===== src/logic/sat_pkg.sv =====
// shared constants and types of the serial async transmitter
package sat_pkg;

  // ----------------------------------------------------------------
  // register map (word index on the register port)
  // ----------------------------------------------------------------
  localparam logic [2:0] ADDR_STATUS = 3'h0;  // serial_status_reg
  localparam logic [2:0] ADDR_DATA   = 3'h1;  // serial_data_reg
  localparam logic [2:0] ADDR_CTRL1  = 3'h2;  // serial_control_reg1
  localparam logic [2:0] ADDR_CTRL2  = 3'h3;  // enables
  localparam logic [2:0] ADDR_BAUD   = 3'h4;  // baud_rate_reg
  localparam logic [2:0] ADDR_EXTP   = 3'h5;  // ext_tx_prescaler_reg

  // ----------------------------------------------------------------
  // field positions
  // ----------------------------------------------------------------
  localparam int STAT_EMPTY_BIT   = 7;
  localparam int STAT_DONE_BIT    = 6;
  localparam int STAT_FULL_BIT    = 0;
  localparam int CR1_NINTH_BIT    = 6;
  localparam int CR1_WLEN_BIT     = 4;
  localparam int CR2_EMPTY_IE_BIT = 7;
  localparam int CR2_DONE_IE_BIT  = 6;
  localparam int CR2_ENABLE_BIT   = 3;

  // ----------------------------------------------------------------
  // reset values and counts
  // ----------------------------------------------------------------
  localparam logic [7:0] RST_CTRL1   = 8'h00;
  localparam logic [7:0] RST_CTRL2   = 8'h00;
  localparam logic [7:0] RST_BAUD    = 8'h00;
  localparam logic [7:0] RST_EXTP    = 8'h00;
  localparam logic       RST_TX_BUFFER_EMPTY_FLAG    = 1'b1;
  localparam logic       RST_TC      = 1'b1;
  localparam logic [3:0] BITS_FRAME8 = 4'hA;  // start + 8 data + stop
  localparam logic [3:0] BITS_FRAME9 = 4'hB;  // start + 9 data + stop
  localparam int         FIFO_DEPTH  = 8;

  // ----------------------------------------------------------------
  // types
  // ----------------------------------------------------------------
  typedef struct packed {
    logic       ninth;
    logic [7:0] data;
  } sat_word_type;

  typedef enum logic [1:0] {
    TX_OFF,
    TX_IDLE,
    TX_SEND
  } sat_state_type;

endpackage : sat_pkg


===== src/logic/sat_fifo.sv =====
// small flip-flop fifo with valid/ready on both sides
`timescale 1ns/10ps
module sat_fifo #(
  parameter int WIDTH = 9,
  parameter int DEPTH = 8
) (
  // clock and reset
  input  wire logic                     clk_i,
  input  wire logic                     srst_i,
  // fill side
  input  wire logic                     in_valid_i,
  output logic                          in_ready_o,
  input  wire logic [WIDTH-1:0]         in_data_i,
  // drain side
  output logic                          out_valid_o,
  input  wire logic                     out_ready_i,
  output logic [WIDTH-1:0]              out_data_o,
  // fill level
  output logic [$clog2(DEPTH+1)-1:0]    level_o
);

  localparam int AW = (DEPTH > 1) ? $clog2(DEPTH) : 1;
  localparam int LW = $clog2(DEPTH+1);

  // depth must be a power of two for the wrapping pointers
  initial begin
    if (DEPTH < 2 || (DEPTH & (DEPTH - 1)) != 0) begin
      $error("sat_fifo: DEPTH must be a power of two, 2 or more");
    end
  end

  logic [WIDTH-1:0] mem_r [DEPTH];
  logic [AW-1:0]    wr_ptr_r;
  logic [AW-1:0]    rd_ptr_r;
  logic [LW-1:0]    level_r;
  logic             push;
  logic             pop;

  assign in_ready_o  = (level_r != LW'(DEPTH));
  assign out_valid_o = (level_r != '0);
  assign out_data_o  = mem_r[rd_ptr_r];
  assign level_o     = level_r;
  assign push        = in_valid_i && in_ready_o;
  assign pop         = out_valid_o && out_ready_i;

  // storage, no reset needed on data
  always_ff @(posedge clk_i) begin
    if (push) begin
      mem_r[wr_ptr_r] <= in_data_i;
    end
  end

  // pointers and level
  always_ff @(posedge clk_i) begin
    if (srst_i) begin
      wr_ptr_r <= '0;
      rd_ptr_r <= '0;
      level_r  <= '0;
    end else begin
      if (push) begin
        wr_ptr_r <= wr_ptr_r + AW'(1);
      end
      if (pop) begin
        rd_ptr_r <= rd_ptr_r + AW'(1);
      end
      if (push && !pop) begin
        level_r <= level_r + LW'(1);
      end else if (pop && !push) begin
        level_r <= level_r - LW'(1);
      end
    end
  end

endmodule : sat_fifo


===== src/logic/sat_top.sv =====
// transmit half of the asynchronous serial interface
`timescale 1ns/10ps

// How it works
// - word length select clear sends 8 data bits, set sends 9.
// - in 9-bit mode the ninth bit comes from tx_ninth_bit.
// - data bits leave on the line least significant bit first.
// - data register writes land in a buffer before the shifter.
// - enabling hands the pin to the transmitter and sends one idle frame.
// - buffer-empty clears only by status access then data write.
// - buffer-empty sets when the buffer drains and a frame starts.
// - buffer-empty with its enable set raises the interrupt request.
// - a write during a frame waits in the buffer until the frame ends.
// - a write while idle starts a frame at once, buffer-empty set.
// - after a stop bit with nothing pending, complete flag and request.
// - the same status-then-write sequence clears the complete flag.
module sat_top #(
  parameter int FIFO_DEPTH = sat_pkg::FIFO_DEPTH
) (
  // clock and reset
  input  wire logic       CLK_I,
  input  wire logic       SRST_I,
  // register port
  input  wire logic [2:0] ADDR_I,
  input  wire logic [7:0] WDATA_I,
  input  wire logic       WR_I,
  input  wire logic       RD_I,
  output logic      [7:0] RDATA_O,
  // serial line
  output logic            TXD_O,
  output logic            TXD_OE_O,
  // interrupt request
  output logic            IRQ_O
);

  localparam int LW = $clog2(FIFO_DEPTH+1);

  // --------------------------------------------------------------
  // registers and decode
  // --------------------------------------------------------------
  logic [7:0]             ctrl1_r;
  logic [7:0]             ctrl2_r;
  logic [7:0]             baud_r;
  logic [7:0]             extp_r;
  logic                   buf_empty_r;
  logic                   done_r;
  logic                   armed_r;
  logic [7:0]             rdata_r;
  logic                   irq_r;
  logic                   txd_r;
  logic                   oe_r;
  sat_pkg::sat_state_type state_r;
  logic                   idle_pend_r;
  logic                   tx_en_d_r;
  logic                   frame_idle_r;
  logic [10:0]            shift_r;
  logic [3:0]             bits_left_r;
  logic [15:0]            div_r;

  logic                   wr_data;
  logic                   clear_seq;
  logic                   tx_en;
  logic                   word9;
  logic                   tick;
  logic                   frame_done;
  logic                   load_word;
  logic                   load_idle;
  logic                   fifo_in_ready;
  logic                   fifo_out_valid;
  logic [LW-1:0]          fifo_level;
  sat_pkg::sat_word_type  fifo_in;
  sat_pkg::sat_word_type  fifo_out;
  logic [15:0]            div_reload;

  // one decode for every register write and the status access; the read mux decodes with a case
  function automatic logic hit(input logic [2:0] a, input logic [2:0] reg_a);
    hit = (a == reg_a);
  endfunction : hit

  assign tx_en      = ctrl2_r[sat_pkg::CR2_ENABLE_BIT];
  assign word9      = ctrl1_r[sat_pkg::CR1_WLEN_BIT];
  assign wr_data    = WR_I && hit(ADDR_I, sat_pkg::ADDR_DATA);
  assign clear_seq  = armed_r && wr_data;
  assign div_reload = {extp_r, baud_r};
  assign tick       = (state_r == sat_pkg::TX_SEND) && (div_r == 16'h0000);
  assign frame_done = tick && (bits_left_r == 4'h0);
  assign load_idle  = (state_r == sat_pkg::TX_IDLE) && tx_en && idle_pend_r;
  assign load_word  = (state_r == sat_pkg::TX_IDLE) && tx_en && !idle_pend_r && fifo_out_valid;

  // data register writes go through the buffer; ninth bit sampled at write
  assign fifo_in.ninth = ctrl1_r[sat_pkg::CR1_NINTH_BIT];
  assign fifo_in.data  = WDATA_I;

  // --------------------------------------------------------------
  // transmit buffer
  // --------------------------------------------------------------
  // a write to a full buffer is dropped; software sees the full bit
  sat_fifo #(
    .WIDTH (9),
    .DEPTH (FIFO_DEPTH)
  ) u_buf (
    .clk_i       (CLK_I),
    .srst_i      (SRST_I),
    .in_valid_i  (wr_data),
    .in_ready_o  (fifo_in_ready),
    .in_data_i   (fifo_in),
    .out_valid_o (fifo_out_valid),
    .out_ready_i (load_word),
    .out_data_o  (fifo_out),
    .level_o     (fifo_level)
  );

  // --------------------------------------------------------------
  // software registers
  // --------------------------------------------------------------
  always_ff @(posedge CLK_I) begin
    if (SRST_I) begin
      ctrl1_r <= sat_pkg::RST_CTRL1;
      ctrl2_r <= sat_pkg::RST_CTRL2;
      baud_r  <= sat_pkg::RST_BAUD;
      extp_r  <= sat_pkg::RST_EXTP;
    end else if (WR_I) begin
      if (hit(ADDR_I, sat_pkg::ADDR_CTRL1)) begin
        ctrl1_r <= WDATA_I;
      end
      if (hit(ADDR_I, sat_pkg::ADDR_CTRL2)) begin
        ctrl2_r <= WDATA_I;
      end
      if (hit(ADDR_I, sat_pkg::ADDR_BAUD)) begin
        baud_r <= WDATA_I;
      end
      if (hit(ADDR_I, sat_pkg::ADDR_EXTP)) begin
        extp_r <= WDATA_I;
      end
    end
  end

  // read data, one cycle after the strobe; unmapped reads give zero
  always_ff @(posedge CLK_I) begin
    if (SRST_I) begin
      rdata_r <= 8'h00;
    end else if (RD_I) begin
      case (ADDR_I)
        sat_pkg::ADDR_STATUS: rdata_r <= {buf_empty_r, done_r, 5'h00, !fifo_in_ready};
        sat_pkg::ADDR_CTRL1:  rdata_r <= ctrl1_r;
        sat_pkg::ADDR_CTRL2:  rdata_r <= ctrl2_r;
        sat_pkg::ADDR_BAUD:   rdata_r <= baud_r;
        sat_pkg::ADDR_EXTP:   rdata_r <= extp_r;
        default:              rdata_r <= 8'h00;
      endcase
    end else begin
      rdata_r <= 8'h00;
    end
  end

  // --------------------------------------------------------------
  // status flags and clearing sequence
  // --------------------------------------------------------------
  // a status access arms the clear; the next data write consumes it
  always_ff @(posedge CLK_I) begin
    if (SRST_I) begin
      armed_r <= 1'b0;
    end else if ((RD_I || WR_I) && hit(ADDR_I, sat_pkg::ADDR_STATUS)) begin
      armed_r <= 1'b1;
    end else if (wr_data) begin
      armed_r <= 1'b0;
    end
  end

  // set beats clear when both land in one cycle
  always_ff @(posedge CLK_I) begin
    if (SRST_I) begin
      buf_empty_r <= sat_pkg::RST_TX_BUFFER_EMPTY_FLAG;
    end else if (load_word && fifo_level == LW'(1)) begin
      buf_empty_r <= 1'b1;
    end else if (clear_seq) begin
      buf_empty_r <= 1'b0;
    end
  end

  always_ff @(posedge CLK_I) begin
    if (SRST_I) begin
      done_r <= sat_pkg::RST_TC;
    end else if (frame_done && !fifo_out_valid) begin
      done_r <= 1'b1;
    end else if (clear_seq) begin
      done_r <= 1'b0;
    end
  end

  // request level; the cpu-side mask lives outside this block
  always_ff @(posedge CLK_I) begin
    if (SRST_I) begin
      irq_r <= 1'b0;
    end else begin
      irq_r <= (buf_empty_r && ctrl2_r[sat_pkg::CR2_EMPTY_IE_BIT]) ||
               (done_r && ctrl2_r[sat_pkg::CR2_DONE_IE_BIT]);
    end
  end

  // --------------------------------------------------------------
  // transmitter sequencing
  // --------------------------------------------------------------
  // the enable rising edge queues one idle frame
  always_ff @(posedge CLK_I) begin
    if (SRST_I) begin
      tx_en_d_r   <= 1'b0;
      idle_pend_r <= 1'b0;
    end else begin
      tx_en_d_r <= tx_en;
      if (tx_en && !tx_en_d_r) begin
        idle_pend_r <= 1'b1;
      end else if (load_idle) begin
        idle_pend_r <= 1'b0;
      end
    end
  end

  // state: a running frame always completes even if the enable drops
  always_ff @(posedge CLK_I) begin
    if (SRST_I) begin
      state_r <= sat_pkg::TX_OFF;
    end else begin
      case (state_r)
        sat_pkg::TX_OFF:  state_r <= tx_en ? sat_pkg::TX_IDLE : sat_pkg::TX_OFF;
        sat_pkg::TX_IDLE: begin
          if (!tx_en) begin
            state_r <= sat_pkg::TX_OFF;
          end else if (load_idle || load_word) begin
            state_r <= sat_pkg::TX_SEND;
          end
        end
        sat_pkg::TX_SEND: state_r <= frame_done ? sat_pkg::TX_IDLE : sat_pkg::TX_SEND;
        default:          state_r <= sat_pkg::TX_OFF;
      endcase
    end
  end

  // bit timer: one bit lasts {ext prescaler, baud} + 1 clocks
  always_ff @(posedge CLK_I) begin
    if (SRST_I) begin
      div_r <= 16'h0000;
    end else if (load_idle || load_word || tick) begin
      div_r <= div_reload;
    end else if (state_r == sat_pkg::TX_SEND) begin
      div_r <= div_r - 16'h0001;
    end
  end

  // shifter: bit 0 is the bit now on the line, bit 1 the next, fill with stop level
  always_ff @(posedge CLK_I) begin
    if (SRST_I) begin
      shift_r      <= 11'h7FF;
      bits_left_r  <= 4'h0;
      frame_idle_r <= 1'b0;
    end else if (load_idle) begin
      shift_r      <= 11'h7FF;
      bits_left_r  <= (word9 ? sat_pkg::BITS_FRAME9 : sat_pkg::BITS_FRAME8) - 4'h1;
      frame_idle_r <= 1'b1;
    end else if (load_word) begin
      if (word9) begin
        shift_r <= {1'b1, fifo_out.ninth, fifo_out.data, 1'b0};
      end else begin
        shift_r <= {2'b11, fifo_out.data, 1'b0};
      end
      bits_left_r  <= (word9 ? sat_pkg::BITS_FRAME9 : sat_pkg::BITS_FRAME8) - 4'h1;
      frame_idle_r <= 1'b0;
    end else if (tick && bits_left_r != 4'h0) begin
      shift_r     <= {1'b1, shift_r[10:1]};
      bits_left_r <= bits_left_r - 4'h1;
    end
  end

  // line driver: high whenever no frame is on the wire
  always_ff @(posedge CLK_I) begin
    if (SRST_I) begin
      txd_r <= 1'b1;
      oe_r  <= 1'b0;
    end else begin
      oe_r <= tx_en || (state_r == sat_pkg::TX_SEND);
      if (load_word) begin
        txd_r <= 1'b0;
      end else if (load_idle || frame_done) begin
        txd_r <= 1'b1;
      end else if (tick) begin
        txd_r <= shift_r[1];
      end
    end
  end

  assign RDATA_O  = rdata_r;
  assign TXD_O    = txd_r;
  assign TXD_OE_O = oe_r;
  assign IRQ_O    = irq_r;
endmodule : sat_top

===== config.mk =====
export PLATFORM = sky130hd
export DESIGN_NAME = sat_top
export DESIGN_NICKNAME = d
export VERILOG_FILES = /design/src/logic/sat_pkg.sv /design/src/logic/sat_fifo.sv /design/src/logic/sat_top.sv
export SDC_FILE = /design/constraint.sdc
export NUM_CORES = 1
export LEC_CHECK = 0
export ABC_AREA = 1
export BUFFER_PORTS_ARGS = -buffer_cell sky130_fd_sc_hd__buf_4
export CAP_MARGIN = 5
export CORE_MARGIN = 3
export CORE_UTILIZATION = 56
export DETAILED_ROUTE_END_ITERATION = 7
export PLACE_DENSITY_LB_ADDON = 0.05
export SYNTH_ARGS = -nofsm -noshare
export SYNTH_HDL_FRONTEND = slang
export SYNTH_SLANG_ARGS = --single-unit

===== constraint.sdc =====
create_clock -name CLK_I -period 2 [get_ports CLK_I]
set_input_delay 0.2 -clock CLK_I [delete_from_list [all_inputs] [get_ports CLK_I]]
set_output_delay 0.2 -clock CLK_I [all_outputs]
set_load 0.03 [all_outputs]

==> results of run 1 <==
## per-stage QoR
stage / area [sq um] / total power, mW / cells / worst slack (ns) / hold slack, ns
2_1_floorplan: 7450 / 3.76 / 896 / 0.0164 / 0.299
3_3_place_gp: 7880 / 3.87 / 1086 / 0.0976 / 0.428
4_1_cts: 8500 / 7.20 / 1118 / 0.0416 / 0.0694
3_5_place_dp: 7880 / 3.88 / 1086 / -0.0154 / 0.437
5_1_grt: 8520 / 7.40 / 1118 / 0.00371 / 0.0670
6_report: 8520 / 7.17 / 1118 / 0.180 / 0.0783
## cell type report
class	count	share of cell area, %
Timing Repair Buffer	47	4.29
Inverter	97	4.38
Clock buffer	17	4.99
Multi-Input combinational cell	606	34.6
Clock inverter	15	2.20
Sequential cell	164	47.0
Tap cell	172	2.53
## where the power goes
part / switching (mW) / total (mW) / internal [mW]
Combinational: 0.181 / 0.258 / 0.0775
Clock: 1.47 / 3.36 / 1.90
Sequential: 0.0226 / 3.55 / 3.53
## how the worst max path moves through the flow
stage	from	to	cells past startpoint	slack, ns
after floorplan	u_buf.level_o[0]$_SDFFE_PP0P_	u_buf.level_o[3]$_SDFFE_PP0P_	10	0.02
after global placement	u_buf.level_o[1]$_SDFFE_PP0P_	u_buf.level_o[3]$_SDFFE_PP0P_	9	0.1
after detailed placement	u_buf.level_o[1]$_SDFFE_PP0P_	u_buf.level_o[3]$_SDFFE_PP0P_	9	-0.02
after CTS	u_buf.level_o[1]$_SDFFE_PP0P_	u_buf.level_o[3]$_SDFFE_PP0P_	9	0.04
after global routing	register	shift_r[5]$_SDFFE_PP1P_	8	0.004
final	u_buf.level_o[1]$_SDFFE_PP0P_	u_buf.level_o[3]$_SDFFE_PP0P_	10	0.18
## routing by layer
metal  GRT usage (%)  share of wire, %
met5               0                 0
met1            37.2                46
met4            7.00               1.3
met2            38.0                45
met3            6.25               7.3
## cells in the mapped netlist, drive strengths merged
| master | instances |
|---|---|
| xnor2 | 3 |
| nor2 | 167 |
| o22ai | 12 |
| o211ai | 10 |
| nand4 | 11 |
| nand2 | 175 |
| dfxtp | 92 |
| clkbuf | 12 |
| edfxtp | 72 |
| nor2b | 1 |
| clkinv | 4 |
| nand3b | 3 |
| buf | 17 |
| o21ai | 80 |
| inv | 93 |
| nor3 | 4 |
| ha | 10 |
| xor2 | 4 |
| a21oi | 59 |
| nand3 | 67 |
## registers in the layout, summed over array words and instances (netlist names), 4 cells and up, named ones only
name,cells
div_r,16
shift_r,9
u_buf.level_o,4
ctrl1_r,8
bits_left_r,4
RDATA_O,8
ctrl2_r,8
extp_r,8
u_buf.mem_r,72
baud_r,8
## repair_timing
action,CTS,global route
gates resized for setup,1,6
endpoints found under the setup margin,1,54
buffers inserted,0,0
gates cloned,0,0
hold buffers,0,0
## logic make-up (layout without fill, tap and decap cells)
kind of cell | count (synthesis) | count (layout)
DFF | 164 | 164
xor gates and xnor gates | 7 | 7
buffers and inverters | 126 | 176
adders and majority gates | 10 | 10
and+or+nand+nor | 428 | 428
AOI/OAI and AO/OA | 161 | 161
==> reports/qor.txt, run 1 <==
Outcome -> completed
First-pass iteration count of the detailed router -> 5
Synth Net Count -> 921
Number of distinct library cells after synthesis -> 36
Critical Path Sink Type -> register
Clock transition at path regs -> 0.07 ns
Layout area overhead -> 14.4%
Nets@finish -> 958
Final TNS setup -> 0 ns
Horiz. Die Dim -> 121 um
Total CTS buffers -> 17
Synth area leaders -> edfxtp_1 (29%), dfxtp_1 (25%), nand2_1 (8.6%), nor2_1 (7.7%), o21ai_0 (5.2%)
Initial Utilization -> 58.1%
Largest family of logic cells by synthesized area -> simple AND/OR/NAND/NOR gates
PwrDens -> 842 mW/mm^2
Synthesized instance count -> 896
Final period util -> 91.0%
Worst Setup Start Kind -> register
Core occupancy in the finished layout -> 66.4%
GR Overflow Total -> 0
Min-delay src -> WDATA_I[3]
Synth Register Bits -> 164
Post-synthesis compound-gate area fraction -> 11.5%
Htree depth -> 4
Post-Route WL -> 17700 um
YS warnings -> 0
Initial antenna violation count -> 0
Commonest non-fill, non-tap cell in the layout -> nand2_1
GR Util All Layers -> 25.5%
CTS root buffer -> clkbuf_16
R2R setup slack -> 0.18 ns
Post-route minimum period -> 1.82 ns
Crit path max fanout -> 6
CP cell instances -> inv_1 -> ha_1 -> nand3_1 -> nand2_2 -> inv_2 -> ha_4 -> a21oi_1 -> o21ai_0 -> o21ai_0 -> a21oi_1
Actual slew at the worst max-slew pin -> 0.563 ns
Post-synth top area share -> 29.0%
Die footprint -> 0.0147 sq mm
P_leak -> 3.52 nW
Die Y -> 121 um
Share of post-route cells with drive strength above 1 -> 11.9%
Final setup fails -> 0
Post-DP HPWL -> 12000 um
Via count -> 6079
DR iter-0 viols -> 548
Port Buffer Count -> 25
Final Hold Fails -> 0
Register area share after synthesis -> 53.8%
I/O pins -> 26
Mux cell area share after synthesis -> 0%
Slew margin rel. -> 62.4%
DRC Markers -> 0
Clock Skew -> 0.00974 ns
Reg2reg start -> u_buf.level_o[1]$_SDFFE_PP0P_
Cell Rows -> 41
Core Area -> 0.0128 sq mm
CTS sink cnt -> 164
Peak supply drop -> 1.32 mV
RR Endpoint -> u_buf.level_o[3]$_SDFFE_PP0P_
Largest net degree at the start of global routing -> 48
Final Slew Violations -> 0
Max Fclk -> 549 MHz
Vias in the first global route -> 5626
CP required -> 2.32 ns
CP arrival -> 2.14 ns
CP bufs+invs -> 2
FF+latch area -> 0.00401 sq mm
CP max-delay cell -> dfxtp_2
Hold Path Stages -> 1
Post-Synth Adder-Cell Area -> 1.68%
CP Class -> register to register
CP top delay family -> compound AO/OA/AOI/OAI gates
Reg2Reg Depth -> 10
Multi-input gate area -> 0.00295 sq mm
Top cell type by total area after synthesis -> edfxtp_1
Syn_area_per_cell -> 8.31 sq um
Final antenna diode count -> 0
DR vias/cell -> 5.44
XOR/XNOR Fraction of Synth Area -> 0.823%
HP Class -> input port to register
First-pass GRT wire length -> 28800 um
Synth Area in Simple Gates -> 25.2%
RSZ-0062 raised after global routing -> false
RD Place Congestion -> 0.869
Worst-Skew Late Latency -> 0.43 ns
Post-route ant nets -> 0
FILL cells -> 1075
CTS tree -> done
Crit-path max cell delay -> 0.36 ns
Cell area after synthesis -> 0.00745 sq mm
WL/cell -> 15.8 um
Max-cap check violation count -> 0
Worst Hold End -> u_buf.mem_r[1][3]$_DFFE_PP_
Worst-case clock buffer depth -> 2
Most frequent cells in the layout -> nand2_1 (168), nor2_1 (153), dfxtp_1 (91)
No activity file was read; power rests on OpenSTA's default activity.
==> run 2: changes to the inputs <==
Settings changed: BUFFER_PORTS_ARGS -buffer_cell sky130_fd_sc_hd__buf_4 to -buffer_cell sky130_fd_sc_hd__buf_2, CORE_MARGIN 3 to 2, GPL_TIMING_DRIVEN set to 0.
==> reports/qor.txt, run 2 (same netlist as run 1, synthesis figures left out) <==
CP cell instances -> inv_1 -> ha_2 -> nand3_1 -> nand2_2 -> nor2_1 -> inv_1 -> nor2_2
Crit-path max cell delay -> 0.45 ns (+0.09 ns)
Share of post-route cells with drive strength above 1 -> 11.9% (about the same)
Final period util -> 97.4% (+6.4 points)
PwrDens -> 822 mW/mm^2 (-2.4%)
Min-delay src -> WDATA_I[7]
Final antenna diode count -> 0 (unchanged)
RD Place Congestion -> 0.881 (+1.3%)
WL/cell -> 16.5 um (+4.5%)
GR Util All Layers -> 27.2% (+1.8 points)
Outcome -> completed
Worst Hold End -> u_buf.mem_r[4][7]$_DFFE_PP_
Die Y -> 119 um (-1.6%)
Clock transition at path regs -> 0.06 ns (about the same)
CTS tree -> done
Peak supply drop -> 0.760 mV (-42%)
Worst-case clock buffer depth -> 2 (unchanged)
HP Class -> input port to register
Actual slew at the worst max-slew pin -> 0.605 ns (+0.0423 ns)
I/O pins -> 26 (unchanged)
Nets@finish -> 966 (+0.84%)
CP most frequent cell -> inv_1
First-pass iteration count of the detailed router -> 7 (+2)
Setup WS post-layout -> 0.0511 ns (-0.129 ns)
Biggest regs -> u_buf.mem_r: 72 flops, div_r: 16 flops, shift_r: 9 flops
Post-route minimum period -> 1.95 ns (+0.129 ns)
Slew margin rel. -> 59.7% (-2.7 points)
RR Endpoint -> u_buf.mem_r[3][8]$_DFFE_PP_
CP top delay family -> simple AND/OR/NAND/NOR gates
CP required -> 2.06 ns (-0.26 ns)
First-pass GRT wire length -> 29700 um (+3.1%)
CP Class -> register to register
CP bufs+invs -> 2 (unchanged)
Die footprint -> 0.0142 sq mm (-3.3%)
Max-cap check violation count -> 0 (unchanged)
Critical Path Sink Type -> register
Final Slew Violations -> 0 (unchanged)
Horiz. Die Dim -> 119 um (-1.6%)
R2R setup slack -> 0.05 ns (-0.13 ns)
Final TNS setup -> 0 ns (unchanged)
Reg2Reg Depth -> 7 (-3)
Post-DP HPWL -> 13000 um (+8.8%)
Hold Path Stages -> 1 (unchanged)
DR iter-0 viols -> 569 (+3.8%)
Layout area overhead -> 13.8%
DR vias/cell -> 5.45 (+0.32%)
Post-Route WL -> 18700 um (+5.6%)
Largest net degree at the start of global routing -> 17 (-65%)
Most frequent cells in the layout -> nand2_1 (167), nor2_1 (145), dfxtp_1 (90), inv_1 (90), o21ai_0 (76)
Final Hold Fails -> 0 (unchanged)
Vias in the first global route -> 5857 (+4.1%)
Post-place instance area -> 0.00779 sq mm (-1.1%)
CP arrival -> 2.01 ns (-0.13 ns)
CTS root buffer -> clkbuf_16
Cell Rows -> 42 (+2.4%)
Largest register FFs -> 72 (unchanged)
Total power -> 6.97 mW (-2.9%)
Reg2reg start -> u_buf.level_o[0]$_SDFFE_PP0P_
Core Area -> 0.0131 sq mm (+2.4%)
Final setup fails -> 0 (unchanged)
Worst Setup Start Kind -> register
GR Overflow Total -> 0 (unchanged)
Clock Skew -> 0.00782 ns (-0.00192 ns)
Initial antenna violation count -> 1 (+1)
Total CTS buffers -> 17 (unchanged)
Htree depth -> 4 (unchanged)
Initial Utilization -> 56.7% (-1.4 points)
Port Buffer Count -> 24 (-4.0%)
RSZ-0062 raised after global routing -> true
DRC Markers -> 0 (unchanged)
P_leak -> 3.46 nW (-1.7%)
Crit path max fanout -> 9 (+3)
Via count -> 6164 (+1.4%)
Final Instance Area -> 0.00848 sq mm (-0.46%)
Largest Register -> u_buf.mem_r
CP max-delay cell -> nor2_2
Commonest non-fill, non-tap cell in the layout -> nand2_1
Post-route ant nets -> 0 (unchanged)
Worst-Skew Late Latency -> 0.42 ns (about the same)
CTS sink cnt -> 164 (unchanged)
Max Fclk -> 513 MHz (-6.6%)
Pre-CTS setup slack -> -0.416 ns (-0.400 ns)
## run 2: cell count changes in the layout (fill, tap and decap cells not counted), sizes merged
cell / change
buf: -4
inv: -6
clkinv: +3
clkinvlp: +1
clkbuf: +14
## run 2: worst max-delay path by stage
stage	from	endpoint	slack [ns]	cells past startpoint
after floorplan	u_buf.level_o[0]$_SDFFE_PP0P_	u_buf.level_o[3]$_SDFFE_PP0P_	0.02	10
after global placement	u_buf.level_o[0]$_SDFFE_PP0P_	u_buf.level_o[3]$_SDFFE_PP0P_	-0.33	10
after detailed placement	u_buf.level_o[0]$_SDFFE_PP0P_	u_buf.level_o[2]$_SDFFE_PP0P_	-0.42	10
after CTS	u_buf.level_o[1]$_SDFFE_PP0P_	u_buf.level_o[2]$_SDFFE_PP0P_	-0.19	10
after global routing	u_buf.level_o[0]$_SDFFE_PP0P_	u_buf.mem_r[5][0]$_DFFE_PP_	-0.07	7
final	u_buf.level_o[0]$_SDFFE_PP0P_	u_buf.mem_r[3][8]$_DFFE_PP_	0.05	7
## run 2: repair_timing
| item | CTS | global route |
|---|---|---|
| pin swaps | 0 | 1 |
| resized for setup | 13 | 16 |
| buffers inserted | 0 | 2 |
| endpoints found under the setup margin | 79 | 78 |
| hold buffers | 0 | 0 |
## run 2: per-layer routing
metal / GRT usage [%] / share of wire [%] / wire, um
met5: 0 / 0 / 0
met3: 6.85 / 6.8 / 1270
met4: 10.7 / 2.5 / 467
met2: 41.5 / 45 / 8430
met1: 37.6 / 46 / 8500
## run 2: stage by stage
stage / util (%) / hold WS, ns / cells
6_report: 64.5 / 0.146 / 1130
5_1_grt: 64.5 / 0.141 / 1130
4_1_cts: 63.9 / 0.126 / 1128
3_5_place_dp: 59.3 / 0.441 / 1096
3_3_place_gp: 59.3 / 0.434 / 1096
2_1_floorplan: - / 0.299 / 896
## run 2: report_power, final
| part | switching (mW) | leakage [nW] | total, mW | internal (mW) |
|---|---|---|---|---|
| Combinational | 0.196 | 1.80 | 0.266 | 0.0694 |
| Sequential | 0.0240 | 1.40 | 3.55 | 3.53 |
| Clock | 1.32 | 0.264 | 3.15 | 1.83 |
| Total | 1.54 | 3.46 | 6.97 | 5.43 |
## run 2: layout make-up
| cell class | count | area, sq um |
|---|---|---|
| buffer | 29 | 161 |
| clock inverter | 13 | 133 |
| inverter | 97 | 369 |
| clock buffer | 19 | 433 |
| tap | 176 | 220 |
| sequential | 164 | 4010 |
| fill | 1150 | 4660 |
| timing repair buffer | 26 | 148 |
| multi-input combinational | 606 | 3010 |
## run 2: worst register-to-register path, cell delays in order, from the launching register on
cell     delay [ns]
dfxtp_2        0.36
inv_1          0.10
ha_2           0.22
nand3_1        0.14
nand2_2        0.11
nor2_1         0.10
inv_1          0.11
nor2_2         0.45
==> run 3: changes to the inputs <==
Settings changed: CORE_ASPECT_RATIO set to 0.7.
==> reports/qor.txt, run 3 (same netlist as run 1, synthesis figures left out) <==
Initial antenna violation count -> 0 (-1)
Reg2reg start -> u_buf.level_o[0]$_SDFFE_PP0P_
Initial Utilization -> 56.9% (+0.19 points)
CTS sink cnt -> 164 (unchanged)
Post-Place Cells -> 1086 (-0.91%)
Max Fclk -> 524 MHz (+2.0%)
Critical Path Sink Type -> register
CP arrival -> 2.28 ns (+0.27 ns)
Final Instance Area -> 0.00856 sq mm (+0.94%)
Final period util -> 95.5% (-1.9 points)
Final setup fails -> 0 (unchanged)
Post-place instance area -> 0.00778 sq mm (-0.16%)
Worst-Skew Late Latency -> 0.43 ns (about the same)
Post-route minimum period -> 1.91 ns (-0.0389 ns)
Cell Rows -> 35 (-17%)
Comb pwr share -> 3.9% (about the same)
Setup WS post-layout -> 0.0900 ns (+0.0389 ns)
Post-route ant nets -> 0 (unchanged)
CTS tree -> done
Commonest non-fill, non-tap cell in the layout -> nand2_1
Total CTS buffers -> 17 (unchanged)
Core Area -> 0.0131 sq mm (-0.33%)
NetSw -> 1.73 mW (+13%)
Most frequent cells in the layout -> nand2_1 (167), nor2_1 (145), dfxtp_1 (90), inv_1 (90), o21ai_0 (74)
Cell Count, Final, Fillers Out -> 1124 (-0.53%)
First-pass iteration count of the detailed router -> 5 (-2)
Cts hold-fix bufs -> 0 (unchanged)
Htree depth -> 4 (unchanged)
Actual slew at the worst max-slew pin -> 0.648 ns (+0.0428 ns)
Worst hold slack -> 0.149 ns (+0.00257 ns)
Largest register FFs -> 72 (unchanged)
Clock Skew -> 0.0116 ns (+0.00375 ns)
I/O pins -> 26 (unchanged)
Share of post-route cells with drive strength above 1 -> 13.0% (+1.1 points)
Post-DP HPWL -> 13800 um (+5.5%)
Final Hold Fails -> 0 (unchanged)
DR iter-0 viols -> 592 (+4.0%)
Die footprint -> 0.0143 sq mm (+0.10%)
Port Buffer Count -> 24 (unchanged)
P_leak -> 3.51 nW (+1.3%)
Reg2Reg Depth -> 11 (+4)
Layout area overhead -> 14.9%
Biggest regs -> u_buf.mem_r: 72 flops, div_r: 16 flops, shift_r: 9 flops
GR Overflow Total -> 0 (unchanged)
Hold Path Stages -> 3 (+2)
Switching share of power -> 24.8% (+2.7 points)
Worst Setup Start Kind -> register
DR vias/cell -> 5.58 (+2.2%)
Cell-internal power -> 5.27 mW (-3.0%)
CP required -> 2.37 ns (+0.31 ns)
Peak supply drop -> 0.543 mV (-28%)
PwrDens -> 818 mW/mm^2 (-0.48%)
Clock transition at path regs -> 0.07 ns (about the same)
WL/cell -> 17.4 um (+5.4%)
Largest Register -> u_buf.mem_r
Multi-input gate area -> 0.00303 sq mm (+0.67%)
Final antenna diode count -> 0 (unchanged)
Final TNS setup -> 0 ns (unchanged)
Horiz. Die Dim -> 142 um (+19%)
Worst-case clock buffer depth -> 2 (unchanged)
Core occupancy in the finished layout -> 65.4% (+0.83 points)
Post-Route WL -> 19600 um (+4.8%)
First-pass GRT wire length -> 30600 um (+3.1%)
FF+latch area -> 0.00401 sq mm (unchanged)
Vias in the first global route -> 5864 (+0.12%)
CP max-delay cell -> dfxtp_2
CP Class -> register to register
Total power -> 7.00 mW (+0.46%)
Min-delay src -> RD_I
Reg power frac -> 50.7% (-0.3 points)
Worst Hold End -> armed_r$_SDFFE_PP0P_
Outcome -> completed
Via count -> 6269 (+1.7%)
R2R setup slack -> 0.09 ns (+0.04 ns)
CP cell instances -> inv_1 -> ha_2 -> nand2_2 -> buf_4 -> o21ai_4 -> buf_4 -> buf_6 -> nand3_1 -> nand3_1 -> nand2_1 -> inv_1
Crit-path max cell delay -> 0.35 ns (-0.10 ns)
FILL cells -> 1075 (-6.5%)
Slew margin rel. -> 56.8% (-2.9 points)
DRC Markers -> 0 (unchanged)
GR Util All Layers -> 28.7% (+1.4 points)
Clock power share -> 45.4% (+0.2 points)
Largest net degree at the start of global routing -> 19 (+2)
Pre-CTS setup slack -> -0.527 ns (-0.111 ns)
HP Class -> input port to register
Nets@finish -> 970 (+0.41%)
Max-cap check violation count -> 0 (unchanged)
CTS root buffer -> clkbuf_16
Crit path max fanout -> 10 (+1)
Final Slew Violations -> 0 (unchanged)
RR Endpoint -> div_r[1]$_SDFFE_PP0P_
Die Y -> 100 um (-16%)
RD Place Congestion -> 0.933 (+6.0%)
run 3: cell types whose count changed in the layout (fill, tap and decap cells not counted), moves of 2 or more:
cell,change
inv_8,+7
clkinv_1,-4
nor2_2,-4
nor2_4,+4
buf_4,+3
clkbuf_1,-3
buf_12,+2
bufinv_16,-2
o21ai_0,-2
o21ai_1,+2
run 3: worst max path at each step:
stage / end / start
global placement: u_buf.mem_r[4][5]$_DFFE_PP_ / u_buf.level_o[0]$_SDFFE_PP0P_
global route: bits_left_r[1]$_SDFFE_PP0P_ / u_buf.level_o[0]$_SDFFE_PP0P_
detailed placement: u_buf.mem_r[4][3]$_DFFE_PP_ / u_buf.level_o[0]$_SDFFE_PP0P_
finish: div_r[1]$_SDFFE_PP0P_ / u_buf.level_o[0]$_SDFFE_PP0P_
floorplan: u_buf.level_o[3]$_SDFFE_PP0P_ / u_buf.level_o[0]$_SDFFE_PP0P_
CTS: u_buf.level_o[3]$_SDFFE_PP0P_ / u_buf.level_o[1]$_SDFFE_PP0P_
run 3: what timing repair did:
item / CTS / global route
resized for setup: 21 / 15
setup buffers: 3 / 4
hold endpoints to repair: 0 / 0
pin swaps: 3 / 3
endpoints found under the setup margin: 76 / 82
run 3: final cells by class:
| type | instances | share of cell area [%] |
|---|---|---|
| Clock inverter | 15 | 1.75 |
| Multi-Input combinational cell | 606 | 35.4 |
| Buffer | 28 | 1.84 |
| Inverter | 97 | 4.36 |
| Clock buffer | 17 | 4.97 |
| Timing Repair Buffer | 31 | 2.46 |
| Sequential cell | 164 | 46.8 |
| Tap cell | 166 | 2.43 |
run 3: critical path: cells and delay by family, from the launching register on:
kind	cells	cell delay (ns)
AOI/OAI and AO/OA	1	0.22
adders and majority gates	1	0.23
buffers and inverters	5	0.65
DFF	1	0.35
and+or+nand+nor	4	0.41
run 3: power groups by stage:
stage	combinational (mW)	clock (mW)	sequential, mW
2_1_floorplan	0.130	0	3.63
3_3_place_gp	0.236	0	3.62
3_5_place_dp	0.243	0	3.63
4_1_cts	0.258	3.19	3.55
5_1_grt	0.296	3.36	3.55
6_report	0.271	3.18	3.55
run 3: per-layer routing:
layer | vias to the layer above | track usage [%] | share of wire [%]
li1 | 3058 | - | -
met1 | 2914 | 42.7 | 47
met2 | 269 | 40.4 | 41
met3 | 28 | 8.84 | 10
met4 | 0 | 8.15 | 1.6
met5 | - | 0 | 0
